File: src/hdl/fspc_pkg.sv
package fspc_pkg;
    // ------------------------------------------------------------
    // Register map (byte addresses, one word each)
    // ------------------------------------------------------------
    localparam logic [3:0] ADDR_CONTROL = 4'h0;
    localparam logic [3:0] ADDR_POINTER = 4'h4;
    localparam logic [3:0] ADDR_DATA = 4'h8;
    localparam logic [3:0] ADDR_STATUS = 4'hc;
    localparam logic [7:0] CONTROL_RESET = 8'h00;

    // ------------------------------------------------------------
    // Control field positions
    // ------------------------------------------------------------
    localparam int BIT_IRQ_ENABLE = 7;
    localparam int BIT_BUSY = 6;
    localparam int BIT_READ_ENABLE = 4;
    localparam int BIT_LOCK_SET = 3;
    localparam int BIT_PAGE_WRITE = 2;
    localparam int BIT_PAGE_ERASE = 1;
    localparam int BIT_STORE_ENABLE = 0;

    // ------------------------------------------------------------
    // Command patterns in the lower five control bits
    // ------------------------------------------------------------
    localparam logic [4:0] CMD_READ_ENABLE = 5'h11;
    localparam logic [4:0] CMD_LOCK_SET = 5'h09;
    localparam logic [4:0] CMD_PAGE_WRITE = 5'h05;
    localparam logic [4:0] CMD_PAGE_ERASE = 5'h03;
    localparam logic [4:0] CMD_FILL = 5'h01;

    // ------------------------------------------------------------
    // Flash geometry
    // ------------------------------------------------------------
    localparam int WORD_BITS = 5;
    localparam int PAGE_WORDS = 32;
    localparam int PAGE_BITS = 7;
    localparam int RWW_PAGE_LIMIT = 96;
    localparam logic [15:0] BOOT_RESET_ADDR = 16'h0c00;
    localparam logic [15:0] APP_RESET_ADDR = 16'h0000;

    // ------------------------------------------------------------
    // Timing
    // ------------------------------------------------------------
    localparam int CLOCK_HZ = 100000000;
    localparam int STORE_WINDOW_CYCLES = 4;
    localparam int LOAD_WINDOW_CYCLES = 3;
    localparam real PROG_TIME_MIN_MS = 3.7;
    localparam real PROG_TIME_MAX_MS = 4.5;
    localparam int PROG_CYCLES = int'($ceil(PROG_TIME_MIN_MS * CLOCK_HZ / 1000.0));

    typedef enum logic [2:0] {
        FSPC_IDLE, FSPC_ERASE, FSPC_WRITE, FSPC_LOCK
    } fspc_state_t;
endpackage

File: src/hdl/fspc_buf_if.sv
`timescale 1ns/1ps
`default_nettype none
interface fspc_buf_if;
    logic wr_en;
    logic [4:0] wr_addr;
    logic [15:0] wr_data;
    logic clear;
    logic [4:0] rd_addr;
    logic [15:0] rd_data;
    modport owner (output wr_en, wr_addr, wr_data, clear, rd_addr, input rd_data);
    modport mem (input wr_en, wr_addr, wr_data, clear, rd_addr, output rd_data);
endinterface
`default_nettype wire

File: src/hdl/fspc_page_buffer.sv
`timescale 1ns/1ps
`default_nettype none
module fspc_page_buffer (
    input wire logic clock,
    input wire logic resetn,
    fspc_buf_if.mem bus
);
    logic [15:0] mem [fspc_pkg::PAGE_WORDS];
    logic [fspc_pkg::PAGE_WORDS-1:0] valid;
    logic [15:0] rd_q;

    // Erased words read as all ones, like blank flash
    genvar i;
    generate
        for (i = 0; i < fspc_pkg::PAGE_WORDS; i++) begin : g_word
            always_ff @(posedge clock) begin
                if (!resetn || bus.clear) begin
                    valid[i] <= 1'b0;
                end else if (bus.wr_en && bus.wr_addr == 5'(i)) begin
                    valid[i] <= 1'b1;
                    mem[i] <= bus.wr_data;
                end
            end
        end
    endgenerate

    always_ff @(posedge clock) begin
        if (!resetn) begin
            rd_q <= 16'hffff;
        end else begin
            rd_q <= valid[bus.rd_addr] ? mem[bus.rd_addr] : 16'hffff;
        end
    end
    assign bus.rd_data = rd_q;
endmodule // fspc_page_buffer
`default_nettype wire

File: src/hdl/fspc_top.sv
`timescale 1ns/1ps
`default_nettype none
//Contract
//- Reset vector is 0x0000 when boot fuse is one, else boot address.
//- Software has no path to change any fuse value.
//- Ready interrupt requested while enabled, global flag set, store enable clear.
//- Busy flag set when erase or write targets concurrent region; region blocked.
//- Busy flag cleared when a page load starts.
//- Read enable with store enable plus store re-enables region, clears busy, unless busy.
//- Read enable write during buffer loading aborts load, discards data.
//- Lock-set store programs lock bits from low data, ignores high and pointer.
//- Load within three cycles of lock-set returns lock or fuse bits by pointer bits 1 and 0.
//- Page write store writes buffer to latched page; stalls CPU for stalling region.
//- Page erase store erases latched page; bit clears on completion or timeout.
//- Store enable alone fills buffer word; clears after store or four idle cycles.
//- Store enable stays one until erase or write fully completes.
//- Only the five legal low command patterns take effect.
//- Target address latched when an operation starts.
//- Load reads are bytewise, pointer bit 0 selects the byte.
//- Stalling region erase halts CPU; concurrent region erase leaves stalling region readable.
//- Buffer cleared after page write, read enable write and reset.
//- Data EEPROM write during buffer loading discards buffered data.
//- Erase, write and lock programming take between 3.7 and 4.5 ms.
module fspc_top #(
    parameter int PROG_CYCLES = fspc_pkg::PROG_CYCLES
) (
    input wire logic clock,
    input wire logic resetn,
    input wire logic [3:0] avs_address,
    input wire logic avs_read,
    input wire logic avs_write,
    input wire logic [31:0] avs_writedata,
    output logic [31:0] avs_readdata,
    output logic avs_waitrequest,
    input wire logic store_instr,
    input wire logic load_instr,
    input wire logic global_irq_flag,
    input wire logic eeprom_write,
    input wire logic boot_vector_select_fuse,
    input wire logic [7:0] fuse_low_bits,
    input wire logic [7:0] fuse_high_bits,
    output logic [15:0] reset_vector,
    output logic selfprog_irq,
    output logic cpu_stall,
    output logic concurrent_region_blocked,
    output logic load_valid,
    output logic [7:0] load_data,
    output logic flash_erase,
    output logic flash_write,
    output logic [6:0] flash_page,
    output logic [4:0] flash_word_addr,
    input wire logic [15:0] flash_word_data,
    input wire logic [15:0] flash_rd_word,
    output logic [15:0] flash_rd_addr,
    output logic [15:0] buf_rd_data
);
    fspc_buf_if bif ();
    fspc_pkg::fspc_state_t state, next_state;

    logic irq_enable, busy, read_enable, lock_set, page_write_cmd, page_erase_cmd, store_enable;
    logic [15:0] pointer;
    logic [15:0] data_word;
    logic [7:0] lock_bits;
    logic [2:0] window;
    logic [31:0] prog_count;
    logic [6:0] latched_page;
    logic loading;
    logic [15:0] fill_word;
    logic ack;

    // ------------------------------------------------------------
    // Bus decode
    // ------------------------------------------------------------
    // Every access completes in two cycles: one waitrequest high, then low
    wire bus_req = avs_read | avs_write;
    assign avs_waitrequest = bus_req & ~ack;
    wire wr_ctrl = avs_write & ack & (avs_address == fspc_pkg::ADDR_CONTROL);
    wire wr_ptr = avs_write & ack & (avs_address == fspc_pkg::ADDR_POINTER);
    wire wr_data = avs_write & ack & (avs_address == fspc_pkg::ADDR_DATA);
    wire [4:0] cmd = avs_writedata[4:0];
    wire prog_active = (state != fspc_pkg::FSPC_IDLE);
    wire window_open = (window != 3'h0);
    wire fill_cmd = store_enable & ~read_enable & ~lock_set & ~page_write_cmd & ~page_erase_cmd;
    wire store_go = store_instr & window_open & ~prog_active;
    wire [6:0] ptr_page = pointer[fspc_pkg::WORD_BITS+fspc_pkg::PAGE_BITS:fspc_pkg::WORD_BITS+1];
    wire page_in_rww = (ptr_page < 7'(fspc_pkg::RWW_PAGE_LIMIT));
    wire prog_done = prog_active && (prog_count == 32'(PROG_CYCLES - 1));
    // Command writes during an operation are ignored except the irq enable bit; store enable has to stay up
    // legal patterns only
    wire cmd_legal = (cmd == fspc_pkg::CMD_READ_ENABLE) | (cmd == fspc_pkg::CMD_LOCK_SET)
        | (cmd == fspc_pkg::CMD_PAGE_WRITE) | (cmd == fspc_pkg::CMD_PAGE_ERASE)
        | (cmd == fspc_pkg::CMD_FILL);
    wire cmd_take = wr_ctrl & cmd_legal & ~prog_active;
    wire lock_read_window = lock_set & store_enable & (window > 3'(fspc_pkg::STORE_WINDOW_CYCLES
        - fspc_pkg::LOAD_WINDOW_CYCLES));
    wire rd_en_abort = cmd_take & (cmd == fspc_pkg::CMD_READ_ENABLE) & loading;
    wire buf_clear = rd_en_abort | (cmd_take & (cmd == fspc_pkg::CMD_READ_ENABLE))
        | (state == fspc_pkg::FSPC_WRITE && prog_done) | (eeprom_write & loading);

    always_ff @(posedge clock) begin
        if (!resetn) begin
            ack <= 1'b0;
        end else begin
            ack <= bus_req & ~ack;
        end
    end

    // ------------------------------------------------------------
    // Control register
    // ------------------------------------------------------------
    always_ff @(posedge clock) begin
        if (!resetn) begin
            irq_enable <= 1'b0;
            read_enable <= 1'b0;
            lock_set <= 1'b0;
            page_write_cmd <= 1'b0;
            page_erase_cmd <= 1'b0;
            store_enable <= 1'b0;
            window <= 3'h0;
        end else if (cmd_take) begin
            irq_enable <= avs_writedata[fspc_pkg::BIT_IRQ_ENABLE];
            read_enable <= cmd[fspc_pkg::BIT_READ_ENABLE];
            lock_set <= cmd[fspc_pkg::BIT_LOCK_SET];
            page_write_cmd <= cmd[fspc_pkg::BIT_PAGE_WRITE];
            page_erase_cmd <= cmd[fspc_pkg::BIT_PAGE_ERASE];
            store_enable <= 1'b1;
            window <= 3'(fspc_pkg::STORE_WINDOW_CYCLES);
        end else begin
            if (wr_ctrl) begin
                irq_enable <= avs_writedata[fspc_pkg::BIT_IRQ_ENABLE];
            end
            if (window_open) begin
                window <= window - 3'h1;
            end
            if (prog_active) begin
                if (prog_done) begin
                    store_enable <= 1'b0;
                    page_write_cmd <= 1'b0;
                    page_erase_cmd <= 1'b0;
                    lock_set <= 1'b0;
                end
            // auto clear after store or window
            end else if (store_go || (window == 3'h1) || (load_instr && lock_read_window)) begin
                store_enable <= (store_go && (page_write_cmd | page_erase_cmd | lock_set));
                read_enable <= 1'b0;
                lock_set <= store_go & lock_set;
                page_write_cmd <= store_go & page_write_cmd;
                page_erase_cmd <= store_go & page_erase_cmd;
                window <= 3'h0;
            end
        end
    end

    // ------------------------------------------------------------
    // Pointer, data and programming sequencer
    // ------------------------------------------------------------
    always_ff @(posedge clock) begin
        if (!resetn) begin
            pointer <= 16'h0000;
            data_word <= 16'h0000;
        end else begin
            if (wr_ptr) begin
                pointer <= avs_writedata[15:0];
            end
            if (wr_data) begin
                data_word <= avs_writedata[15:0];
            end
        end
    end

    always_comb begin
        next_state = state;
        unique case (state)
            fspc_pkg::FSPC_IDLE: begin
                if (store_go && page_erase_cmd) begin
                    next_state = fspc_pkg::FSPC_ERASE;
                end else if (store_go && page_write_cmd) begin
                    next_state = fspc_pkg::FSPC_WRITE;
                end else if (store_go && lock_set) begin
                    next_state = fspc_pkg::FSPC_LOCK;
                end
            end
            fspc_pkg::FSPC_ERASE, fspc_pkg::FSPC_WRITE, fspc_pkg::FSPC_LOCK: begin
                if (prog_done) begin
                    next_state = fspc_pkg::FSPC_IDLE;
                end
            end
            default: next_state = fspc_pkg::FSPC_IDLE;
        endcase
    end

    always_ff @(posedge clock) begin
        if (!resetn) begin
            state <= fspc_pkg::FSPC_IDLE;
            prog_count <= 32'h0;
            latched_page <= 7'h00;
            busy <= 1'b0;
            lock_bits <= 8'hff;
            loading <= 1'b0;
        end else begin
            state <= next_state;
            prog_count <= (prog_active && !prog_done) ? prog_count + 32'h1 : 32'h0;
            if (store_go && (page_erase_cmd || page_write_cmd)) begin
                latched_page <= ptr_page;
                if (page_in_rww) begin
                    busy <= 1'b1;
                end
            end else if (store_go && fill_cmd) begin
                busy <= 1'b0;
            end else if (store_go && read_enable) begin
                busy <= 1'b0;
            end
            // lock bits from low data only, programmed bits only fall
            if (store_go && lock_set) begin
                lock_bits[5:2] <= lock_bits[5:2] & data_word[5:2];
            end
            if (buf_clear) begin
                loading <= 1'b0;
            end else if (store_go && fill_cmd) begin
                loading <= 1'b1;
            end
        end
    end

    assign bif.wr_en = store_go & fill_cmd & ~buf_clear;
    assign bif.wr_addr = pointer[fspc_pkg::WORD_BITS:1];
    assign bif.wr_data = data_word;
    assign bif.clear = buf_clear;
    assign bif.rd_addr = flash_word_addr;
    assign buf_rd_data = bif.rd_data;

    fspc_page_buffer u_buf (
        .clock(clock),
        .resetn(resetn),
        .bus(bif)
    );

    // ------------------------------------------------------------
    // Load path and read data
    // ------------------------------------------------------------
    // lock or fuse read; byte select
    wire [7:0] fuse_sel = pointer[0] ? lock_bits : fuse_low_bits;
    wire [7:0] special = pointer[1] ? fuse_high_bits : fuse_sel;
    wire [7:0] flash_byte = pointer[0] ? flash_rd_word[15:8] : flash_rd_word[7:0];
    assign flash_rd_addr = {1'b0, pointer[15:1]};

    always_ff @(posedge clock) begin
        if (!resetn) begin
            load_valid <= 1'b0;
            load_data <= 8'h00;
            avs_readdata <= 32'h0;
            flash_word_addr <= 5'h00;
        end else begin
            load_valid <= load_instr;
            if (load_instr) begin
                load_data <= lock_read_window ? special : flash_byte;
            end
            flash_word_addr <= (state == fspc_pkg::FSPC_WRITE) ? prog_count[4:0] : 5'h00;
            if (bus_req & ~ack) begin
                unique case (avs_address)
                    fspc_pkg::ADDR_CONTROL: avs_readdata <= {24'h0, irq_enable, busy, 1'b0,
                        read_enable, lock_set, page_write_cmd, page_erase_cmd, store_enable};
                    fspc_pkg::ADDR_POINTER: avs_readdata <= {16'h0, pointer};
                    fspc_pkg::ADDR_DATA: avs_readdata <= {16'h0, data_word};
                    fspc_pkg::ADDR_STATUS: avs_readdata <= {24'h0, lock_bits};
                    default: avs_readdata <= 32'h0;
                endcase
            end
        end
    end

    // ------------------------------------------------------------
    // Outputs to core and flash array
    // ------------------------------------------------------------
    // reset vector; fuse is input only
    assign reset_vector = boot_vector_select_fuse ? fspc_pkg::APP_RESET_ADDR
        : fspc_pkg::BOOT_RESET_ADDR;
    assign selfprog_irq = irq_enable & global_irq_flag & ~store_enable;
    // stall on stalling region; write stall
    assign cpu_stall = (state == fspc_pkg::FSPC_ERASE || state == fspc_pkg::FSPC_WRITE)
        && (latched_page >= 7'(fspc_pkg::RWW_PAGE_LIMIT));
    assign concurrent_region_blocked = busy;
    assign flash_erase = (state == fspc_pkg::FSPC_ERASE);
    assign flash_write = (state == fspc_pkg::FSPC_WRITE);
    assign flash_page = latched_page;
    wire unused = &{1'b0, flash_word_data, 1'b0};
endmodule // fspc_top
`default_nettype wire

File: config.mk
export PLATFORM = sky130hd
export DESIGN_NAME = fspc_top
export DESIGN_NICKNAME = d
export VERILOG_FILES = /design/src/hdl/fspc_pkg.sv /design/src/hdl/fspc_buf_if.sv /design/src/hdl/fspc_page_buffer.sv /design/src/hdl/fspc_top.sv
export SDC_FILE = /design/constraint.sdc
export NUM_CORES = 1
export LEC_CHECK = 0
export BUFFER_PORTS_ARGS = -buffer_cell sky130_fd_sc_hd__buf_2
export CORE_UTILIZATION = 25
export DETAILED_ROUTE_END_ITERATION = 8
export GPL_TIMING_DRIVEN = 0
export PLACE_DENSITY = 0.5
export SYNTH_ARGS = -nofsm -noshare
export SYNTH_HDL_FRONTEND = slang
export SYNTH_SLANG_ARGS = --single-unit
File: constraint.sdc
create_clock -name clock -period 3.6 [get_ports clock]
set_input_delay 0.18 -clock clock [delete_from_list [all_inputs] [get_ports clock]]
set_output_delay 0.18 -clock clock [all_outputs]
set_load 0.01 [all_outputs]
==> out/results.ini <==
[routing]
dr_wl_met3_um = 4660
drc = 0
wl_um = 75200
ant_nets = 1
dr.pass1.iters = 6
drt_iter0_markers = 1381
wl_met1_um = 32300
via_per_inst = 4.63
wl_per_cell_um = 21.4
wl_met2_um = 36700
top_layer = met5
vias = 16266

[job]
max_cap_viol_count = 0

[cts]
clk_pin_slew_worst_paths_ns = 0.06
numCtsBuffers = 77
cts.sinks = 679
htreeDepth = 3
clock_latency_ns = 0.64
cts_tree = built
root_buffer = clkbuf_16
clockBufferDepth = 3

[grt]
grt_pass1_vias = 16425
antenna_found_initial = 4
grt_pass1_wl_um = 110000
grt_max_degree = 36
grt_overflow = 0
grt_use_total_pct = 13.3

[sta]
slew_headroom_pct = 12.5
setup_slack_ns = 0.163
finalMaxSlewViolations = 0
fin_crit_sh_pct = 95.5
period_needed_ns = 3.44
setup_viol = 0
rsz0062_at_grt = yes
fin_worst_skew_ns = 0.0273
fin_worst_hold_slack_ns = 0.0341
setup_tns_ns = 0
final_hold_viol_count = 0
max_freq_ghz = 0.291
worst_slew_pin_slew_ns = 1.31

[setup_path]
endpoint_kind = register
cp_data_required_time_ns = 3.84
worst-path-buf-inv = 2
cp-start-kind = register
cp_slowest_cell = and3_1
path_max_fanout = 16
critPathKind = reg -> reg
cp_slowest_stage_delay_ns = 0.80
path_cells = inv_1, ha_1, buf_2, nand2_1, nand4b_1, nor3_2, and3_1
cp_top_family = simple AND/OR/NAND/NOR gates
crit_arrival_ns = 3.68

[die]
die_w_um = 333
initial_utilization_pct = 25.4
die-area_um2 = 111000
rows = 120
die_y_um = 333
ioPinCount = 200
fp.coreArea_um2 = 108000

[power]
power_mw = 16.7
powerDensity_nw_per_um2 = 509
irDropWorstVdd_mv = 0.270
leakage_nw = 11.6

[finish]
drive_gt1_share_pct = 26.1
area_growth_pct = 20.2
final_cell_count_no_fill = 3513
fin_nets = 2140
fin_area_um2 = 32800
post-route-util_pct = 30.5

[synthesis]
yosysUniqueCellTypes = 62
synth_ff_type = edfxtp_1
synth_top_area_share_pct = 56.3
synth_area_um2 = 27300
yosysTopAreaCell = edfxtp_1
synth_edf_count = 512
async_reset_ff_share_pct = 0
ys_warn_count = 0
synth.avg_cell_area_um2 = 15.5
ys_seq_area_share_pct = 68.5
synth_area_leaders = edfxtp_1 56%, dfxtp_1 12%, mux4_2 10%
ys_ff_latch = 679
synth_cells = 1762

[placed_design]
place_inst = 3331
gp_congestion = 0.810
dp_slack_ns = -0.449
dp_hpwl_um = 50300
port_buffers = 135
placed_area_um2 = 29900

[status]
status = finished with violations
violations = antenna rules

[min_path]
hold_class = in -> reg

## power by group
part / switching (mW) / internal (mW) / total, mW
Sequential: 0.0295 / 8.34 / 8.37
Clock: 3.27 / 4.60 / 7.88
Combinational: 0.261 / 0.191 / 0.452
## routing by layer
metal / track usage, % / vias up
met2: 22.5 / 514
met1: 17.2 / 8381
met4: 3.86 / 2
met5: 0 / -
li1: - / 7278
met3: 2.64 / 91
## worst reg2reg max path: cells and delay by family (launching register included)
kind / cells / cell delay (ns)
and+or+nand+nor: 4 / 2.24
buffers and inverters: 2 / 0.32
adders and majority gates: 1 / 0.14
DFF: 1 / 0.33
## cell type report
type	count	area, um2
buffer	152	851
antenna	7	17.5
fill	10576	74800
multi-input combinational	926	7800
timing repair buffer	168	1000
clock inverter	38	385
sequential	679	18700
tap	1403	1760
clock buffer	105	2160
inverter	35	131
## cell families (layout without fill, tap and decap cells)
group                      count (synthesis)  in the layout  share of synthesized area [%]
xor gates and xnor gates                  30             30                          0.962
DFF                                      679            679                           68.5
other                                      1             38                         0.0137
buffers and inverters                    187            498                           3.60
muxes                                    202            202                           13.1
adders and majority gates                  9              9                          0.403
and+or+nand+nor                          410            410                           7.39
AOI/OAI and AO/OA                        244            244                           6.03
## cell usage in the layout (no fill, tap or decap), types with 33 or more instances in the layout
cell type and instances:
edfxtp_1 512, buf_2 159, dfxtp_1 156, mux4_2 123, nand2_1 114, nor2_1 114, a21oi_1 81, clkbuf_16 78
clkbuf_1 75, mux2i_1 72, buf_4 57, a22oi_1 44, inv_1 33
## state kept, by name, summed over array words and instances, names as in the netlist, 2 cells and up
| register | count |
|---|---|
| window | 3 |
| prog_count | 32 |
| bif.wr_data | 16 |
| pointer | 16 |
| flash_word_addr | 5 |
| load_data | 8 |
| u_buf.mem | 512 |
| flash_page | 7 |
| lock_bits | 4 |
| u_buf.bus.rd_data | 16 |
| state | 2 |
| u_buf.valid | 32 |
| avs_readdata | 16 |
## final timing paths
| kind | startpoint | to | slack (ns) | cells after the start |
|---|---|---|---|---|
| min reg2reg | loading$_SDFFE_PP0P_ | loading$_SDFFE_PP0P_ | 0.45 | 2 |
| min | avs_read | avs_readdata[0]$_SDFFE_PN0P_ | 0.03 | 5 |
| max | state[0]$_SDFFE_PN0P_ | u_buf.mem[11][11]$_DFFE_PP_ | 0.16 | 7 |
| max reg2reg | state[0]$_SDFFE_PN0P_ | u_buf.mem[11][11]$_DFFE_PP_ | 0.16 | 7 |
## synthesized netlist by cell type, types with 3 or more instances
cell and count:
a22o_1 9, ha_1 8, buf_1 7, nand2_1 114, a21oi_1 81, nor4_1 6, buf_6 5, or2_2 16
xor2_1 20, dfxtp_1 167, o22ai_1 3, and3_1 39, nor2_1 114, inv_1 33, and4_1 3, xnor2_1 10
clkbuf_1 60, and2_1 3, a211oi_1 19, nor3_1 13, o21ai_0 32, a22oi_1 44, a311oi_1 16, and3_2 3
nand3_1 21, edfxtp_1 512, nand4_1 12, mux2i_1 72, buf_4 57, nor2b_1 25, buf_2 23, nand2b_1 25
mux2_2 7, nor4_2 3, o221ai_1 20, mux4_2 123, o211ai_1 9
## what timing repair did
item | CTS | global route
endpoints found under the hold margin | 45 | 0
endpoints found under the setup margin | 336 | 400
buffers inserted | 0 | 0
gates resized for setup | 17 | 18
gates cloned | 0 | 0
pin swaps | 0 | 0
hold buffers | 32 | 0
No activity file was read; power rests on OpenSTA's default activity.
